===== src/core/rmsc_pkg.sv =====
// Package: register map, field layout, resets and types of the modem/state config bank
package rmsc_pkg;
    localparam logic [5:0] ADDR_PREAMBLE   = 6'h13;
    localparam logic [5:0] ADDR_DEVIATION  = 6'h15;
    localparam logic [5:0] ADDR_RX_TIMEOUT = 6'h16;
    localparam logic [5:0] ADDR_NEXT_STATE = 6'h17;

    localparam logic [7:0] RST_PREAMBLE   = 8'h22;
    localparam logic [7:0] RST_DEVIATION  = 8'h47;
    localparam logic [7:0] RST_RX_TIMEOUT = 8'h07;
    localparam logic [7:0] RST_NEXT_STATE = 8'h30;

    localparam logic [7:0] WMASK_PREAMBLE   = 8'hF3;
    localparam logic [7:0] WMASK_DEVIATION  = 8'h77;
    localparam logic [7:0] WMASK_RX_TIMEOUT = 8'h1F;
    localparam logic [7:0] WMASK_NEXT_STATE = 8'h3F;

    localparam int PREAMBLE_LSB    = 4;
    localparam int DEV_EXP_LSB     = 4;
    localparam int DEV_MANT_LSB    = 0;
    localparam int RSSI_TERM_BIT   = 4;
    localparam int CLEAR_CHANNEL_MODE_LSB    = 4;
    localparam int AFTER_RX_LSB    = 2;
    localparam int AFTER_TX_LSB    = 0;

    localparam logic [3:0] DEV_IMPLIED_ONE = 4'h8;
    localparam int         DEV_FRAC_BITS   = 17;
    localparam logic [3:0] OOK_TIMEOUT_SYMBOLS = 4'h8;

    localparam logic [4:0] SPI_HEADER_BITS = 5'h08;
    localparam logic [4:0] SPI_FRAME_BITS  = 5'h10;
    localparam int         SPI_READ_BIT    = 7;

    localparam logic [2:0] MOD_2FSK = 3'h0;
    localparam logic [2:0] MOD_GFSK = 3'h1;
    localparam logic [2:0] MOD_OOK  = 3'h3;
    localparam logic [2:0] MOD_4FSK = 3'h4;

    localparam logic [1:0] CCA_ALWAYS      = 2'h0;
    localparam logic [1:0] CCA_RSSI        = 2'h1;
    localparam logic [1:0] CCA_NOT_RX_PKT  = 2'h2;

    typedef enum logic [1:0] {
        RMSC_IDLE  = 2'h0,
        RMSC_RX    = 2'h1,
        RMSC_TX    = 2'h3,
        RMSC_FSTXR = 2'h2
    } rmsc_radio_e;

    typedef struct packed {
        logic startRx;
        logic startTx;
        logic goIdle;
        logic rxPacketDone;
        logic txPacketDone;
        logic carrierSense;
        logic rssiBelow;
        logic receivingPacket;
        logic symbolTick;
        logic txSymbol;
    } rmsc_radio_in_s;

    typedef struct packed {
        logic        sclk;
        logic        csN;
        logic        mosi;
    } rmsc_spi_in_s;

    typedef struct packed {
        logic [7:0]  preambleCfg;
        logic [7:0]  deviation;
        logic [7:0]  rxTimeoutCfg;
        logic [7:0]  nextStateCfg;
        rmsc_radio_e radio;
        logic        sclkPrev;
        logic [4:0]  bitCount;
        logic [7:0]  shiftIn;
        logic [7:0]  shiftOut;
        logic        isRead;
        logic [5:0]  addr;
        logic        miso;
        logic [3:0]  symbolCount;
        logic        csSeen;
        logic [4:0]  preambleBytes;
        logic [10:0] devWord;
        logic [11:0] txOffset;
        logic [10:0] rxExpectedDev;
        logic        clearChannel;
    } rmsc_state_s;
endpackage : rmsc_pkg


===== src/core/rmsc_config.sv =====
// Modem preamble/deviation and radio state machine configuration bank with serial port
// Function
// - Preamble code 0..7 selects 2,3,4,6,8,12,16,24 bytes; reset code 2.
// - Deviation exponent bits 6:4 reset 4, mantissa 2:0 reset 7, implied one.
// - Deviation equals crystal over 2^17 times (8+mantissa) times 2^exponent.
// - FSK transmit shifts carrier down for zero symbol, up for one.
// - FSK receive uses programmed deviation as expected incoming deviation.
// - OOK ignores deviation exponent and mantissa in receive and transmit.
// - RSSI termination bit ends reception on loss of carrier sense; resets zero.
// - With RSSI termination and OOK, leave receive if no carrier in eight symbols.
// - Clear-channel mode: always, RSSI low, not receiving, or both; reset 3.
// - Clear-channel output follows the condition chosen by the mode field.
// - After reception go idle, synth-ready, transmit or stay receive; reset 0.
// - After transmission go idle, synth-ready, stay transmit, or receive; reset 0.
// - Modulation codes: 0 2-FSK, 1 GFSK, 3 OOK, 4 4-FSK; others reserved.
`timescale 1ns/1ps
module rmsc_config
    import rmsc_pkg::*;
(
    input  wire logic           clk_sys,
    input  wire logic           reset,
    input  wire rmsc_spi_in_s   spiIn,
    output logic                spiMiso,
    input  wire logic [2:0]     modFormat,
    input  wire rmsc_radio_in_s radioIn,
    output rmsc_radio_e         radioState,
    output logic                clearChannel,
    output logic [4:0]          preambleBytes,
    output logic [10:0]         devWord,
    output logic [11:0]         txOffset,
    output logic [10:0]         rxExpectedDev
);
    rmsc_state_s st;
    rmsc_state_s next_st;

    function automatic logic [4:0] preamble_len(input logic [2:0] code);
        case (code)
            3'h0:    preamble_len = 5'h02;
            3'h1:    preamble_len = 5'h03;
            3'h2:    preamble_len = 5'h04;
            3'h3:    preamble_len = 5'h06;
            3'h4:    preamble_len = 5'h08;
            3'h5:    preamble_len = 5'h0C;
            3'h6:    preamble_len = 5'h10;
            default: preamble_len = 5'h18;
        endcase
    endfunction : preamble_len

    function automatic rmsc_radio_e after_state(input logic [1:0] code, input logic fromRx);
        case (code)
            2'h0:    after_state = RMSC_IDLE;
            2'h1:    after_state = RMSC_FSTXR;
            2'h2:    after_state = fromRx ? RMSC_TX : RMSC_TX;
            default: after_state = fromRx ? RMSC_RX : RMSC_RX;
        endcase
    endfunction : after_state

    logic       isFsk;
    logic       isOok;
    logic [2:0] devExp;
    logic [2:0] devMant;
    logic [1:0] ccaMode;
    logic       sclkRise;
    logic       sclkFall;
    logic [7:0] hdrByte;
    logic [7:0] readData;
    logic       rxTerminate;

    always_comb begin
        isFsk   = (modFormat == MOD_2FSK) || (modFormat == MOD_GFSK) || (modFormat == MOD_4FSK);
        isOok   = (modFormat == MOD_OOK);
        devExp  = st.deviation[DEV_EXP_LSB +: 3];
        devMant = st.deviation[DEV_MANT_LSB +: 3];
        ccaMode = st.nextStateCfg[CLEAR_CHANNEL_MODE_LSB +: 2];
        sclkRise = !spiIn.csN && spiIn.sclk && !st.sclkPrev;
        sclkFall = !spiIn.csN && !spiIn.sclk && st.sclkPrev;
        hdrByte  = {st.shiftIn[6:0], spiIn.mosi};
        if (hdrByte[5:0] == ADDR_PREAMBLE) begin
            readData = st.preambleCfg;
        end else if (hdrByte[5:0] == ADDR_DEVIATION) begin
            readData = st.deviation;
        end else if (hdrByte[5:0] == ADDR_RX_TIMEOUT) begin
            readData = st.rxTimeoutCfg;
        end else if (hdrByte[5:0] == ADDR_NEXT_STATE) begin
            readData = st.nextStateCfg;
        end else begin
            readData = 8'h00;
        end

        next_st = st;
        next_st.sclkPrev = spiIn.sclk;

        // Serial port: header byte then one data byte; burst bytes are ignored
        if (spiIn.csN) begin
            next_st.bitCount = 5'h00;
            next_st.shiftOut = 8'h00;
            next_st.miso     = 1'b0; // Aborted frame leaves no stale bit
        end else if (sclkRise && st.bitCount < SPI_FRAME_BITS) begin
            next_st.shiftIn  = hdrByte;
            next_st.bitCount = st.bitCount + 5'h01;
            if (st.bitCount == SPI_HEADER_BITS - 5'h01) begin
                next_st.isRead   = hdrByte[SPI_READ_BIT];
                next_st.addr     = hdrByte[5:0];
                next_st.shiftOut = readData;
            end else if (st.bitCount == SPI_FRAME_BITS - 5'h01 && !st.isRead) begin
                // Masked writes keep unused bits at zero
                if (st.addr == ADDR_PREAMBLE) begin
                    next_st.preambleCfg = hdrByte & WMASK_PREAMBLE;
                end else if (st.addr == ADDR_DEVIATION) begin
                    next_st.deviation = hdrByte & WMASK_DEVIATION;
                end else if (st.addr == ADDR_RX_TIMEOUT) begin
                    next_st.rxTimeoutCfg = hdrByte & WMASK_RX_TIMEOUT;
                end else if (st.addr == ADDR_NEXT_STATE) begin
                    next_st.nextStateCfg = hdrByte & WMASK_NEXT_STATE;
                end
            end
        end else if (sclkFall) begin
            next_st.miso     = st.shiftOut[7];
            next_st.shiftOut = {st.shiftOut[6:0], 1'b0};
        end

        // Carrier-sense termination: FSK ends at once, OOK after eight silent symbols
        rxTerminate = 1'b0;
        if (st.radio == RMSC_RX && st.rxTimeoutCfg[RSSI_TERM_BIT] && !radioIn.receivingPacket) begin
            if (isOok) begin
                rxTerminate = !st.csSeen && !radioIn.carrierSense && radioIn.symbolTick
                              && st.symbolCount == OOK_TIMEOUT_SYMBOLS - 4'h1;
            end else begin
                rxTerminate = !radioIn.carrierSense;
            end
        end

        if (st.radio == RMSC_RX) begin
            if (radioIn.carrierSense) begin
                next_st.csSeen = 1'b1;
            end
            if (radioIn.symbolTick && st.symbolCount != OOK_TIMEOUT_SYMBOLS) begin
                next_st.symbolCount = st.symbolCount + 4'h1;
            end
        end else begin
            next_st.csSeen      = 1'b0;
            next_st.symbolCount = 4'h0;
        end

        // Idle request outranks packet completion, which outranks start strobes
        if (radioIn.goIdle) begin
            next_st.radio = RMSC_IDLE;
        end else begin
            case (st.radio)
                RMSC_RX: begin
                    if (radioIn.rxPacketDone) begin
                        next_st.radio = after_state(st.nextStateCfg[AFTER_RX_LSB +: 2], 1'b1);
                    end else if (rxTerminate) begin
                        next_st.radio = RMSC_IDLE;
                    end
                end
                RMSC_TX: begin
                    if (radioIn.txPacketDone) begin
                        // Code 2 keeps the transmitter on, sending preamble
                        next_st.radio = after_state(st.nextStateCfg[AFTER_TX_LSB +: 2], 1'b0);
                    end
                end
                default: begin
                    if (radioIn.startTx) begin
                        next_st.radio = RMSC_TX;
                    end else if (radioIn.startRx) begin
                        next_st.radio = RMSC_RX;
                    end
                end
            endcase
        end
        if (next_st.radio != st.radio) begin
            next_st.csSeen      = 1'b0;
            next_st.symbolCount = 4'h0;
        end

        // Derived outputs, registered so data pins never glitch
        next_st.preambleBytes = preamble_len(st.preambleCfg[PREAMBLE_LSB +: 3]);
        // Word in units of fxosc/2^17
        // Widened before the shift; largest word 15 << 7 still fits eleven bits
        next_st.devWord = {7'h00, DEV_IMPLIED_ONE | {1'b0, devMant}} << devExp;
        next_st.txOffset = 12'h000;
        next_st.rxExpectedDev = 11'h000;
        if (isFsk && st.radio == RMSC_TX) begin
            next_st.txOffset = radioIn.txSymbol ? {1'b0, st.devWord}
                                                : 12'(-{1'b0, st.devWord});
        end
        if (isFsk && st.radio == RMSC_RX) begin
            next_st.rxExpectedDev = st.devWord;
        end
        case (ccaMode)
            CCA_ALWAYS:     next_st.clearChannel = 1'b1;
            CCA_RSSI:       next_st.clearChannel = radioIn.rssiBelow;
            CCA_NOT_RX_PKT: next_st.clearChannel = !radioIn.receivingPacket;
            default:        next_st.clearChannel = radioIn.rssiBelow && !radioIn.receivingPacket;
        endcase
    end

    always_ff @(posedge clk_sys or posedge reset) begin
        if (reset) begin
            st              <= '0;
            st.preambleCfg  <= RST_PREAMBLE;
            st.deviation    <= RST_DEVIATION;
            st.rxTimeoutCfg <= RST_RX_TIMEOUT;
            st.nextStateCfg <= RST_NEXT_STATE;
            st.radio        <= RMSC_IDLE;
        end else begin
            st <= next_st;
        end
    end

    assign spiMiso       = st.miso;
    assign radioState    = st.radio;
    assign clearChannel  = st.clearChannel;
    assign preambleBytes = st.preambleBytes;
    assign devWord       = st.devWord;
    assign txOffset      = st.txOffset;
    assign rxExpectedDev = st.rxExpectedDev;
endmodule : rmsc_config


===== config.mk =====
export PLATFORM = sky130hd
export DESIGN_NAME = rmsc_config
export DESIGN_NICKNAME = d
export VERILOG_FILES = /design/src/core/rmsc_pkg.sv /design/src/core/rmsc_config.sv
export SDC_FILE = /design/constraint.sdc
export NUM_CORES = 1
export LEC_CHECK = 0
export CORE_MARGIN = 1.5
export CORE_UTILIZATION = 35
export CTS_CLUSTER_SIZE = 16
export DETAILED_ROUTE_END_ITERATION = 10
export DONT_BUFFER_PORTS = 1
export HOLD_SLACK_MARGIN = 0.1
export PLACE_DENSITY = 0.53
export SYNTH_ARGS = -nofsm -noshare
export SYNTH_HDL_FRONTEND = slang
export SYNTH_SLANG_ARGS = --single-unit

===== constraint.sdc =====
create_clock -name clk_sys -period 7.4 [get_ports clk_sys]
set_input_delay 0.74 -clock clk_sys [delete_from_list [all_inputs] [get_ports clk_sys]]
set_output_delay 0.74 -clock clk_sys [all_outputs]
set_load 0.01 [all_outputs]

==> results of run 1 <==
==> sequential cells by signal, indices dropped and copies added (netlist names) <==
name,flops
ccaMode,2
clearChannel,1
devExp,3
devMant,3
devWord,11
hdrByte,7
preambleBytes,5
radioState,2
rxExpectedDev,11
spiMiso,1
st,41
txOffset,12
==> stage by stage <==
stage / instance area (um^2) / total power (W) / hold slack (ns) / std cells
CTS: 4947 / 0.001130 / 0.2227 / 583
floorplan: 4795 / 0.0006372 / 0.4567 / 448
global route: 4947 / 0.001161 / 0.2336 / 583
global placement: 4653 / 0.0006579 / 0.4907 / 567
detailed placement: 4653 / 0.0006584 / 0.4959 / 567
finish: 4947 / 0.001113 / 0.2181 / 583
==> worst register-to-register path, delay by kind of cell, from the launching register on <==
family	cells	cell delay (ns)
adder cells (fa/ha/maj)	1	0.24
AO/OA/AOI/OAI	1	0.27
multiplexers	1	0.41
flip-flops	1	0.42
AND/OR/NAND/NOR	2	1.01
==> worst paths after layout <==
path                           from     endpoint  slack (ns)  depth (start not counted)
min in group clk_sys       spiIn[2]       st[74]        0.42                          0
max reg2reg                  st[69]      st[107]        4.94                          5
min reg2reg                 st[101]      st[101]        0.51                          1
min                           reset  txOffset[1]        0.22                          1
max in group asynchronous     reset       st[73]        5.93                          2
max                          st[69]      st[107]        4.94                          5
==> area by class of cell <==
class / count / area, um^2 / share of cell area
repair buffers: 2 / 15.01 / 0.003035
well taps: 176 / 220.2 / 0.04451
inverters: 17 / 66.31 / 0.01340
clock buffers: 10 / 229.0 / 0.04628
flip-flops and latches: 99 / 2491 / 0.5035
multi-input cells: 273 / 1861 / 0.3761
clock inverters: 6 / 65.06 / 0.01315
==> power by group through the flow <==
stage	combinational (W)	sequential [W]	clock (W)
global placement	0.0000561	0.000602	0
global route	0.0000647	0.000595	0.000501
floorplan	0.0000592	0.000578	0
detailed placement	0.0000572	0.000601	0
CTS	0.0000576	0.000591	0.000482
finish	0.0000561	0.000591	0.000466
==> synthesized netlist by cell type (3+ instances only) <==
master	instances	area share
sky130_fd_sc_hd__a2bb2oi_1	3	0.0055
sky130_fd_sc_hd__nand2_1	49	0.038
sky130_fd_sc_hd__xnor2_1	9	0.016
sky130_fd_sc_hd__nor3_1	13	0.014
sky130_fd_sc_hd__mux2i_1	11	0.023
sky130_fd_sc_hd__and2_1	3	0.0039
sky130_fd_sc_hd__inv_1	17	0.013
sky130_fd_sc_hd__ha_1	9	0.023
sky130_fd_sc_hd__mux2_2	20	0.047
sky130_fd_sc_hd__o21ai_0	12	0.013
sky130_fd_sc_hd__and3_1	13	0.017
sky130_fd_sc_hd__nand2b_1	8	0.010
sky130_fd_sc_hd__dfrtp_1	88	0.46
sky130_fd_sc_hd__mux2_1	6	0.014
sky130_fd_sc_hd__a22oi_1	4	0.0063
sky130_fd_sc_hd__nor3b_1	4	0.0063
sky130_fd_sc_hd__o22ai_1	5	0.0065
sky130_fd_sc_hd__a31oi_1	4	0.0052
sky130_fd_sc_hd__a211oi_1	7	0.011
sky130_fd_sc_hd__a21oi_1	15	0.016
sky130_fd_sc_hd__dfstp_2	11	0.060
sky130_fd_sc_hd__nor2_1	27	0.021
sky130_fd_sc_hd__mux2_4	5	0.016
sky130_fd_sc_hd__nand3_1	5	0.0052
sky130_fd_sc_hd__clkbuf_1	16	0.013
sky130_fd_sc_hd__nor2b_1	6	0.0078
sky130_fd_sc_hd__xor2_1	3	0.0055
sky130_fd_sc_hd__buf_4	42	0.066
sky130_fd_sc_hd__nor4b_1	3	0.0055
==> logic make-up after synthesis <==
kind of cell,share of synthesized area
mux,0.09969
xor+xnor,0.02192
fa+ha+maj,0.02349
flops,0.5196
compound gates,0.08351
simple gates,0.1595
buf+inv,0.09238
==> cells in the final DEF, fill, tap and decap left out, drive strengths merged, types with 11 or more instances in the layout <==
master   n
a21oi   15
inv     18
and3    13
o21ai   13
mux2    31
nor2    27
dfrtp   88
dfstp   11
nand2   49
nor3    13
mux2i   11
==> routing by layer <==
metal  share of wire  wire length [um]
met5               0                 0
met4           0.015               147
met3           0.051               494
met2            0.45              4384
met1            0.49              4748
==> metrics list, run 1 <==
- The flow ran to the end, and the final reports show no timing, DRC or antenna violations.
* Pin count of the biggest net entering global routing: 78
* I/O Buffers: 0
* CTS Buf Count: 9
- Post-CTS repair changed the size of 0 cells.
- In this run the power density over the cells is approximately 220 nW/um^2.
* Final Routed Wirelength: slightly below 10000 um
* Number of enable flip-flop cells after synthesis: 0
* Register bit total from synthesis: 99
* Startpoint type of the worst setup path: flop
- In the final layout, the share of cells above drive strength 1 is 0.1425.
- Nature of the critical path endpoint: flop
- Internal power comes to 0.0008402 W.
- Cell breakdown of the critical path: ha_1 -> nand3b_1 -> o2111ai_1 -> nor4_2 -> mux2_2
- In this run the count of I/O pins placed on the die edge is around 60.
- Leading register cell type out of synthesis: sky130_fd_sc_hd__dfrtp_1
* Post-synthesis cell area: 4795 um^2
- Worst Skew: between 0.008 and 0.009 ns
- Path type of the worst setup path: reg2reg
- Via-per-instance ratio: between 5 and 6
* Fillers: 1291
- Total Die Area: 14410 um^2
- At the pin with the least slew margin, the transition time is approximately 0.95 ns.
- Buffer cell driving the clock tree root: sky130_fd_sc_hd__clkbuf_16
* Count of standard-cell rows: between 40 and 50
* Grt peak-use layer: met2
- Number of max-cap violations: 0
- Distinct cell type count of the synthesized netlist: 53
- Highest-delay cell along the critical path: sky130_fd_sc_hd__nor4_2
* Met3 track utilization from global routing: 0.02994
* Antenna Diode Count: 0
- The routed layout has 2992 vias.
- Routability Congestion: approximately 0.78
- Remaining max-slew budget at the tightest pin: 0.3567
* Average routed wire per standard cell: approximately 17 um
- Hold repair after CTS inserted 0 buffers.
- Fin. max-slew vios: 0
- Adding up every negative setup slack in the final design gives 0 ns.
- Min setup slack post-route: between 4 and 5 ns
- Total GRT Usage: 0.1424
- Core area: ~13000 um^2
- The number of antenna violations at the first check in global routing was 0.
- Clock-pin slew was measured on the worst setup and hold paths at 0.07 ns.
- Switching portion of total power: 0.2449
* Number of endpoints failing setup at the final stage: 0
- Post-Route Utilization: 0.3721
- In this run the power spent charging and discharging nets is ~0.00027 W.
- For this configuration, the core starts out at a cell density of 0.3606.
- Data arrival time of the worst path: about 2.7 ns
- The via count of the first global-routing pass is approximately 3000.
- Die width: 120.0 um
- Gate power share: 0.050
* Largest delay share family, worst path: simple AND/OR/NAND/NOR gates
- Setup slack at placement: about 4.7 ns
- Syn Area/Cell: roughly 11 um^2
- The tightest min-delay check is of the in2async type.
* Wire length of the first global-routing pass: 16220 um
* Clock share of power: 0.419
- Met1 usage in global routing: 0.2034
* Clock tree from TritonCTS: yes
- Post-CTS setup buffer count: 0
- Count of buffer and inverter cells on the critical path: 0
* Part of the power in registers: 0.531
- Syn_nets: 475
- Net count of the finished layout: ~430
* Unrepaired setup endpoints after global routing: false
- Number of hold violations in the final report: 0
* Insertion delay of the later-clocked pin in the worst-skew pair: 0.34 ns
* Standby leakage power: 2.185 nW
- The clock passes through at most 2 buffers.
- Number of instances in the synthesized netlist: 448
- Largest voltage drop on the vdd net: between 0.0001 and 0.00015 V
* Post-layout minimum cycle time: roughly 2.5 ns
- Die height: between 100 and 150 um
- YS warnings: 0
- Relative to the synthesized area, the layout overhead comes to 3.184%.
- After detailed routing, the number of remaining DRC violations is 0.
- The clock tree synthesis step divided the H-tree into 3 levels.
- After the first detailed-routing iteration, the DRC count stood at just over 200.
* Crit-path max FO: 6
* Post-synthesis sequential area ratio: 0.5196
* Proportion of register bits with asynchronous set or reset after synthesis: 1.000
* Number of nets with antenna violations after detailed routing: 0
* First-pass detailed-route iteration total: 4
- In the finished design, the share of the clock period the worst path needs comes to 0.3321.
- The clock net in this run drives a total of 99 sinks.
- Maximum cell stage delay along the critical path: 0.79 ns
- For the worst setup path, the data required time is between 7 and 8 ns.
- Peak clock frequency supported by timing: 0.4069 GHz
- For this run, global-route usage on met2 was measured as 0.2118.
- The wire-length estimate of the detail-placed layout is between 6000 and 7000 um.
* Total congestion overflow: 0
Note: power is estimated with default switching activity, not from simulation.
==> run 2, diff against run 1 <==
--- a/config.mk
+++ b/config.mk
@@ -5,13 +5,14 @@
 export SDC_FILE = /design/constraint.sdc
 export NUM_CORES = 1
 export LEC_CHECK = 0
+export ABC_AREA = 1
 export CORE_MARGIN = 1.5
 export CORE_UTILIZATION = 35
 export CTS_CLUSTER_SIZE = 16
 export DETAILED_ROUTE_END_ITERATION = 10
 export DONT_BUFFER_PORTS = 1
 export HOLD_SLACK_MARGIN = 0.1
-export PLACE_DENSITY = 0.53
+export PLACE_DENSITY = 0.55
 export SYNTH_ARGS = -nofsm -noshare
 export SYNTH_HDL_FRONTEND = slang
 export SYNTH_SLANG_ARGS = --single-unit
==> constraint.sdc (replaced) <==
create_clock -name clk_sys -period 2.1 [get_ports clk_sys]
set_input_delay 0.21 -clock clk_sys [delete_from_list [all_inputs] [get_ports clk_sys]]
set_output_delay 0.21 -clock clk_sys [all_outputs]
set_load 0.01 [all_outputs]
==> run 2 against run 1 <==
Net effect: core utilization rose by 0.83 points; combinational power rose to 5.4 times the previous value; maximum frequency rose by 26%; critical path depth rose by 2; highest routed layer unchanged; wire length fell by 0.13%; setup slack got worse by 4.8 ns; final area rose by 5.9%; final cell count rose by 26%.
==> metrics list, run 2 <==
* Maximum level of the CTS H-tree: 3
* Crit-path max FO: 5
* First-iteration detailed-routing DRC count: between 200 and 250
* Clock tree from TritonCTS: yes
- Startpoint of the lowest-slack hold path: radioIn[0]
* Number of max-cap violations: 0
* Clock buffer depth: 2
- Most used cells in the layout excluding fill and tap cells: sky130_fd_sc_hd__nand2_1, sky130_fd_sc_hd__dfrtp_1, sky130_fd_sc_hd__inv_1
* Syn Area/Cell: between 8 and 9 um^2
* Post-synthesis cell area: ~4900 um^2
* Result of the run: finished clean
- Once layout is complete, the utilization of the core stands at 0.3804.
* Most common cell after layout, fill and taps aside: sky130_fd_sc_hd__nand2_1
* Post-layout minimum cycle time: roughly 2.0 ns
- The critical path is of the reg2reg type.
- The clock reaches the later pin of the worst-skew pair after between 0.3 and 0.4 ns.
- After floorplanning, the core was sized to cover around 14000 um^2.
- Worst min-delay path category: in2reg
- Number of antenna violations at the first check in global routing: 0
- Number of remaining DRC errors: 0
- Reg-to-reg critical path endpoint: st[44]
- Arithmetic-cell share of the synthesized area counting full adders, half adders and majority gates: 0.02293
* Xor and xnor fraction of the mapped netlist area: 0.007134
* Proportion of synthesized area in mux cells: 0
* Post-synthesis sequential area ratio: 0.5073
- Count of boundary I/O pins: 61
- Register bit total from synthesis: 99
* Most instantiated library cell after synthesis: sky130_fd_sc_hd__nand2_1
- Vias: ~3400
- Antenna Diode Count: 0
* Clock Sink Count: 99
- The via count of the first global-routing pass is 3442.
- The routed design has between 9000 and 10000 um of wire.
- Fraction of the mapped netlist area in compound gates: 0.1149
* Startpoint type of the worst setup path: flop
- For the pin with the worst max-slew slack, the measured transition is about 0.46 ns.
- After technology mapping, the gate count stands at ~570.
* Final total power: around 0.0039 W
- STA classifies the critical path endpoint as a flop.
- First-pass detailed-route iteration total: 4
- Number of endpoints failing setup at the final stage: 0
- Largest cells by area after synthesis: sky130_fd_sc_hd__dfrtp_1, sky130_fd_sc_hd__nand2_1, sky130_fd_sc_hd__buf_4
- Average routed wire per standard cell: between 10 and 15 um
- Total GRT Usage: 0.1429
- Clock-pin slew was measured on the worst setup and hold paths at approximately 0.06 ns.
- Simple logic cell fraction of the synthesized area: 0.2127
- Distinct cell type count of the synthesized netlist: 39
- Part of the power in registers: 0.512
- Total half-perimeter wirelength after legalization and detailed placement: 7143 um
* Total congestion overflow: 0
- Share of final-layout standard cells stronger than drive strength 1: 0.1341
- The root buffer cell chosen for the clock tree is sky130_fd_sc_hd__clkbuf_16.
* Reg2Reg Depth: 7
- Entering global routing, the biggest net connects approximately 50 pins.
- TritonCTS created 9 clock buffers.
- The share of total power dissipated in the clock network is 0.410.
* Switching portion of total power: 0.2438
- Die width: 121.5 um
- Summed over all cells, the static leakage comes to 2.521 nW.
* Die height: between 100 and 150 um
* Number of hold violations in the final report: 0
- After synthesis, the largest family of logic cells by area is simple AND/OR/NAND/NOR gates.
* Wire length of the first global-routing pass: about 16000 um
- Unrepaired setup endpoints after global routing: false
- Via-per-instance ratio: ~4.7
- The share of synthesized area in the top cell type comes to 0.4484.
- When the netlist entered floorplanning its net count stood at between 500 and 600.
- Compared with the post-synthesis result, the final layout area differs by 6.675%.
* Data arrival time of the worst path: about 2.2 ns
- Worst Skew: roughly 0.0055 ns
- The worst hold path passes through 3 cells.
- Peak clock frequency supported by timing: just over 0.5 GHz
* Synth area leader: sky130_fd_sc_hd__dfrtp_1
* Post-route setup TNS: 0 ns
* Largest voltage drop on the vdd net: 0.0004655 V
- The die covers between 10000 and 15000 um^2.
- st holds more flip-flops than any other register.
- For this run, the leading register cell type out of synthesis is sky130_fd_sc_hd__dfrtp_1.
* FF-to-FF Start: st[78]
- At the worst endpoint, the required time is 2.38 ns.
* Number of nets with antenna violations after detailed routing: 0
- After synthesis, the share of flip-flops with an asynchronous set or reset is 1.000.
- Cell-internal power: approximately 0.0030 W
- For this design the ratio of total power to cell area is 745.5 nW/um^2.
- The register with the most flip-flops in the layout has 41 of them.
* Tcrit/Tclk final: 0.9308
* Top post-synthesis cells by count: sky130_fd_sc_hd__nand2_1, sky130_fd_sc_hd__dfrtp_1, sky130_fd_sc_hd__inv_1, sky130_fd_sc_hd__nor2_1, sky130_fd_sc_hd__o21ai_0
* Fin. max-slew vios: 0
- The synthesized design contains 0 enable-type register cells.
- Remaining max-slew budget at the tightest pin: 0.6905
* Count of standard-cell rows: between 40 and 50
- Net Sw Power: ~0.00095 W
* I/O Buffers: 0
* Endpoint with the worst hold slack: txOffset[8]
* Routability Congestion: approximately 0.8
- Across all register-to-register paths, the minimum setup slack is 0.15 ns.
- Initial Utilization: 0.3566
- In the final design database the tool counted 575 nets.
- The share of total power dissipated in combinational logic is 0.078.
- YS warnings: 0
[run 2: changes by cell type in the layout (fill, tap and decap cells not counted), moves of 12 or more]
| cell | change |
|---|---|
| sky130_fd_sc_hd__nand2_1 | +77 |
| sky130_fd_sc_hd__and3_1 | -12 |
| sky130_fd_sc_hd__inv_1 | +56 |
| sky130_fd_sc_hd__o21ai_0 | +32 |
| sky130_fd_sc_hd__nor2_1 | +27 |
| sky130_fd_sc_hd__o21ai_2 | +12 |
| sky130_fd_sc_hd__mux2_2 | -20 |
[run 2: what timing repair did]
| item | 4_1_cts | 5_1_grt |
|---|---|---|
| endpoints found under the hold margin | 35 | 0 |
| buffers inserted | 0 | 1 |
| gates resized for setup | 0 | 2 |
| hold buffers | 11 | 0 |
| setup endpoints to repair | 0 | 5 |
[run 2: logic make-up after synthesis]
group,after synthesis
xor+xnor,4
simple gates,230
compound gates,98
fa+ha+maj,9
buf+inv,129
flops,99
[run 2: final cells by class]
cell class,count,area [um^2]
Clock inverter,5,55.05
Fill cell,1418,8534
Sequential cell,99,2492
Tap cell,180,225.2
Multi-Input combinational cell,341,1762
Timing Repair Buffer,18,175.2
Clock buffer,10,229.0
Inverter,79,300.3
[run 2: worst max path at each step]
stage	start	end	slack, ns
after detailed placement	st[69]	st[107]	0.26
final	st[78]	st[44]	0.15
after CTS	st[77]	st[44]	0.08
after global placement	st[69]	st[105]	0.32
after global routing	radioState[1]	st[42]	0.02
after floorplan	st[69]	st[77]	0.50
[run 2: per-stage QoR]
step / hold WS [ns] / area, um^2 / setup slack, ns / std cells
after global placement: 0.1139 / 4831 / 0.3208 / 705
final: 0.1158 / 5239 / 0.1454 / 732
after CTS: 0.1002 / 5225 / 0.07699 / 731
after detailed placement: 0.1248 / 4831 / 0.2560 / 705
after global routing: 0.1238 / 5239 / 0.02066 / 732
after floorplan: 0.2414 / 4915 / 0.4995 / 569
[run 2: critical path, stage by stage (launching register included)]
cell and delay (ns):
sky130_fd_sc_hd__dfrtp_1 0.42, sky130_fd_sc_hd__ha_1 0.30, sky130_fd_sc_hd__a31oi_1 0.08, sky130_fd_sc_hd__dlygate4sd3_1 0.56, sky130_fd_sc_hd__and3_1 0.16, sky130_fd_sc_hd__nor2_1 0.12
sky130_fd_sc_hd__nand3_2 0.13, sky130_fd_sc_hd__nor2_1 0.12
[run 2: metal layers]
metal,share of wire,GRT usage
met4,0.024,0.07426
met2,0.51,0.2514
met3,0.057,0.03712
met1,0.41,0.1579
met5,0,0
[run 2: power by group through the flow]
stage / clock network, W / registers (W) / logic, W
final: 0.00160 / 0.00200 / 0.000305
after global routing: 0.00173 / 0.00200 / 0.000348
after CTS: 0.00166 / 0.00200 / 0.000312
after detailed placement: 0 / 0.00203 / 0.000291
after global placement: 0 / 0.00203 / 0.000284
after floorplan: 0 / 0.00202 / 0.000219
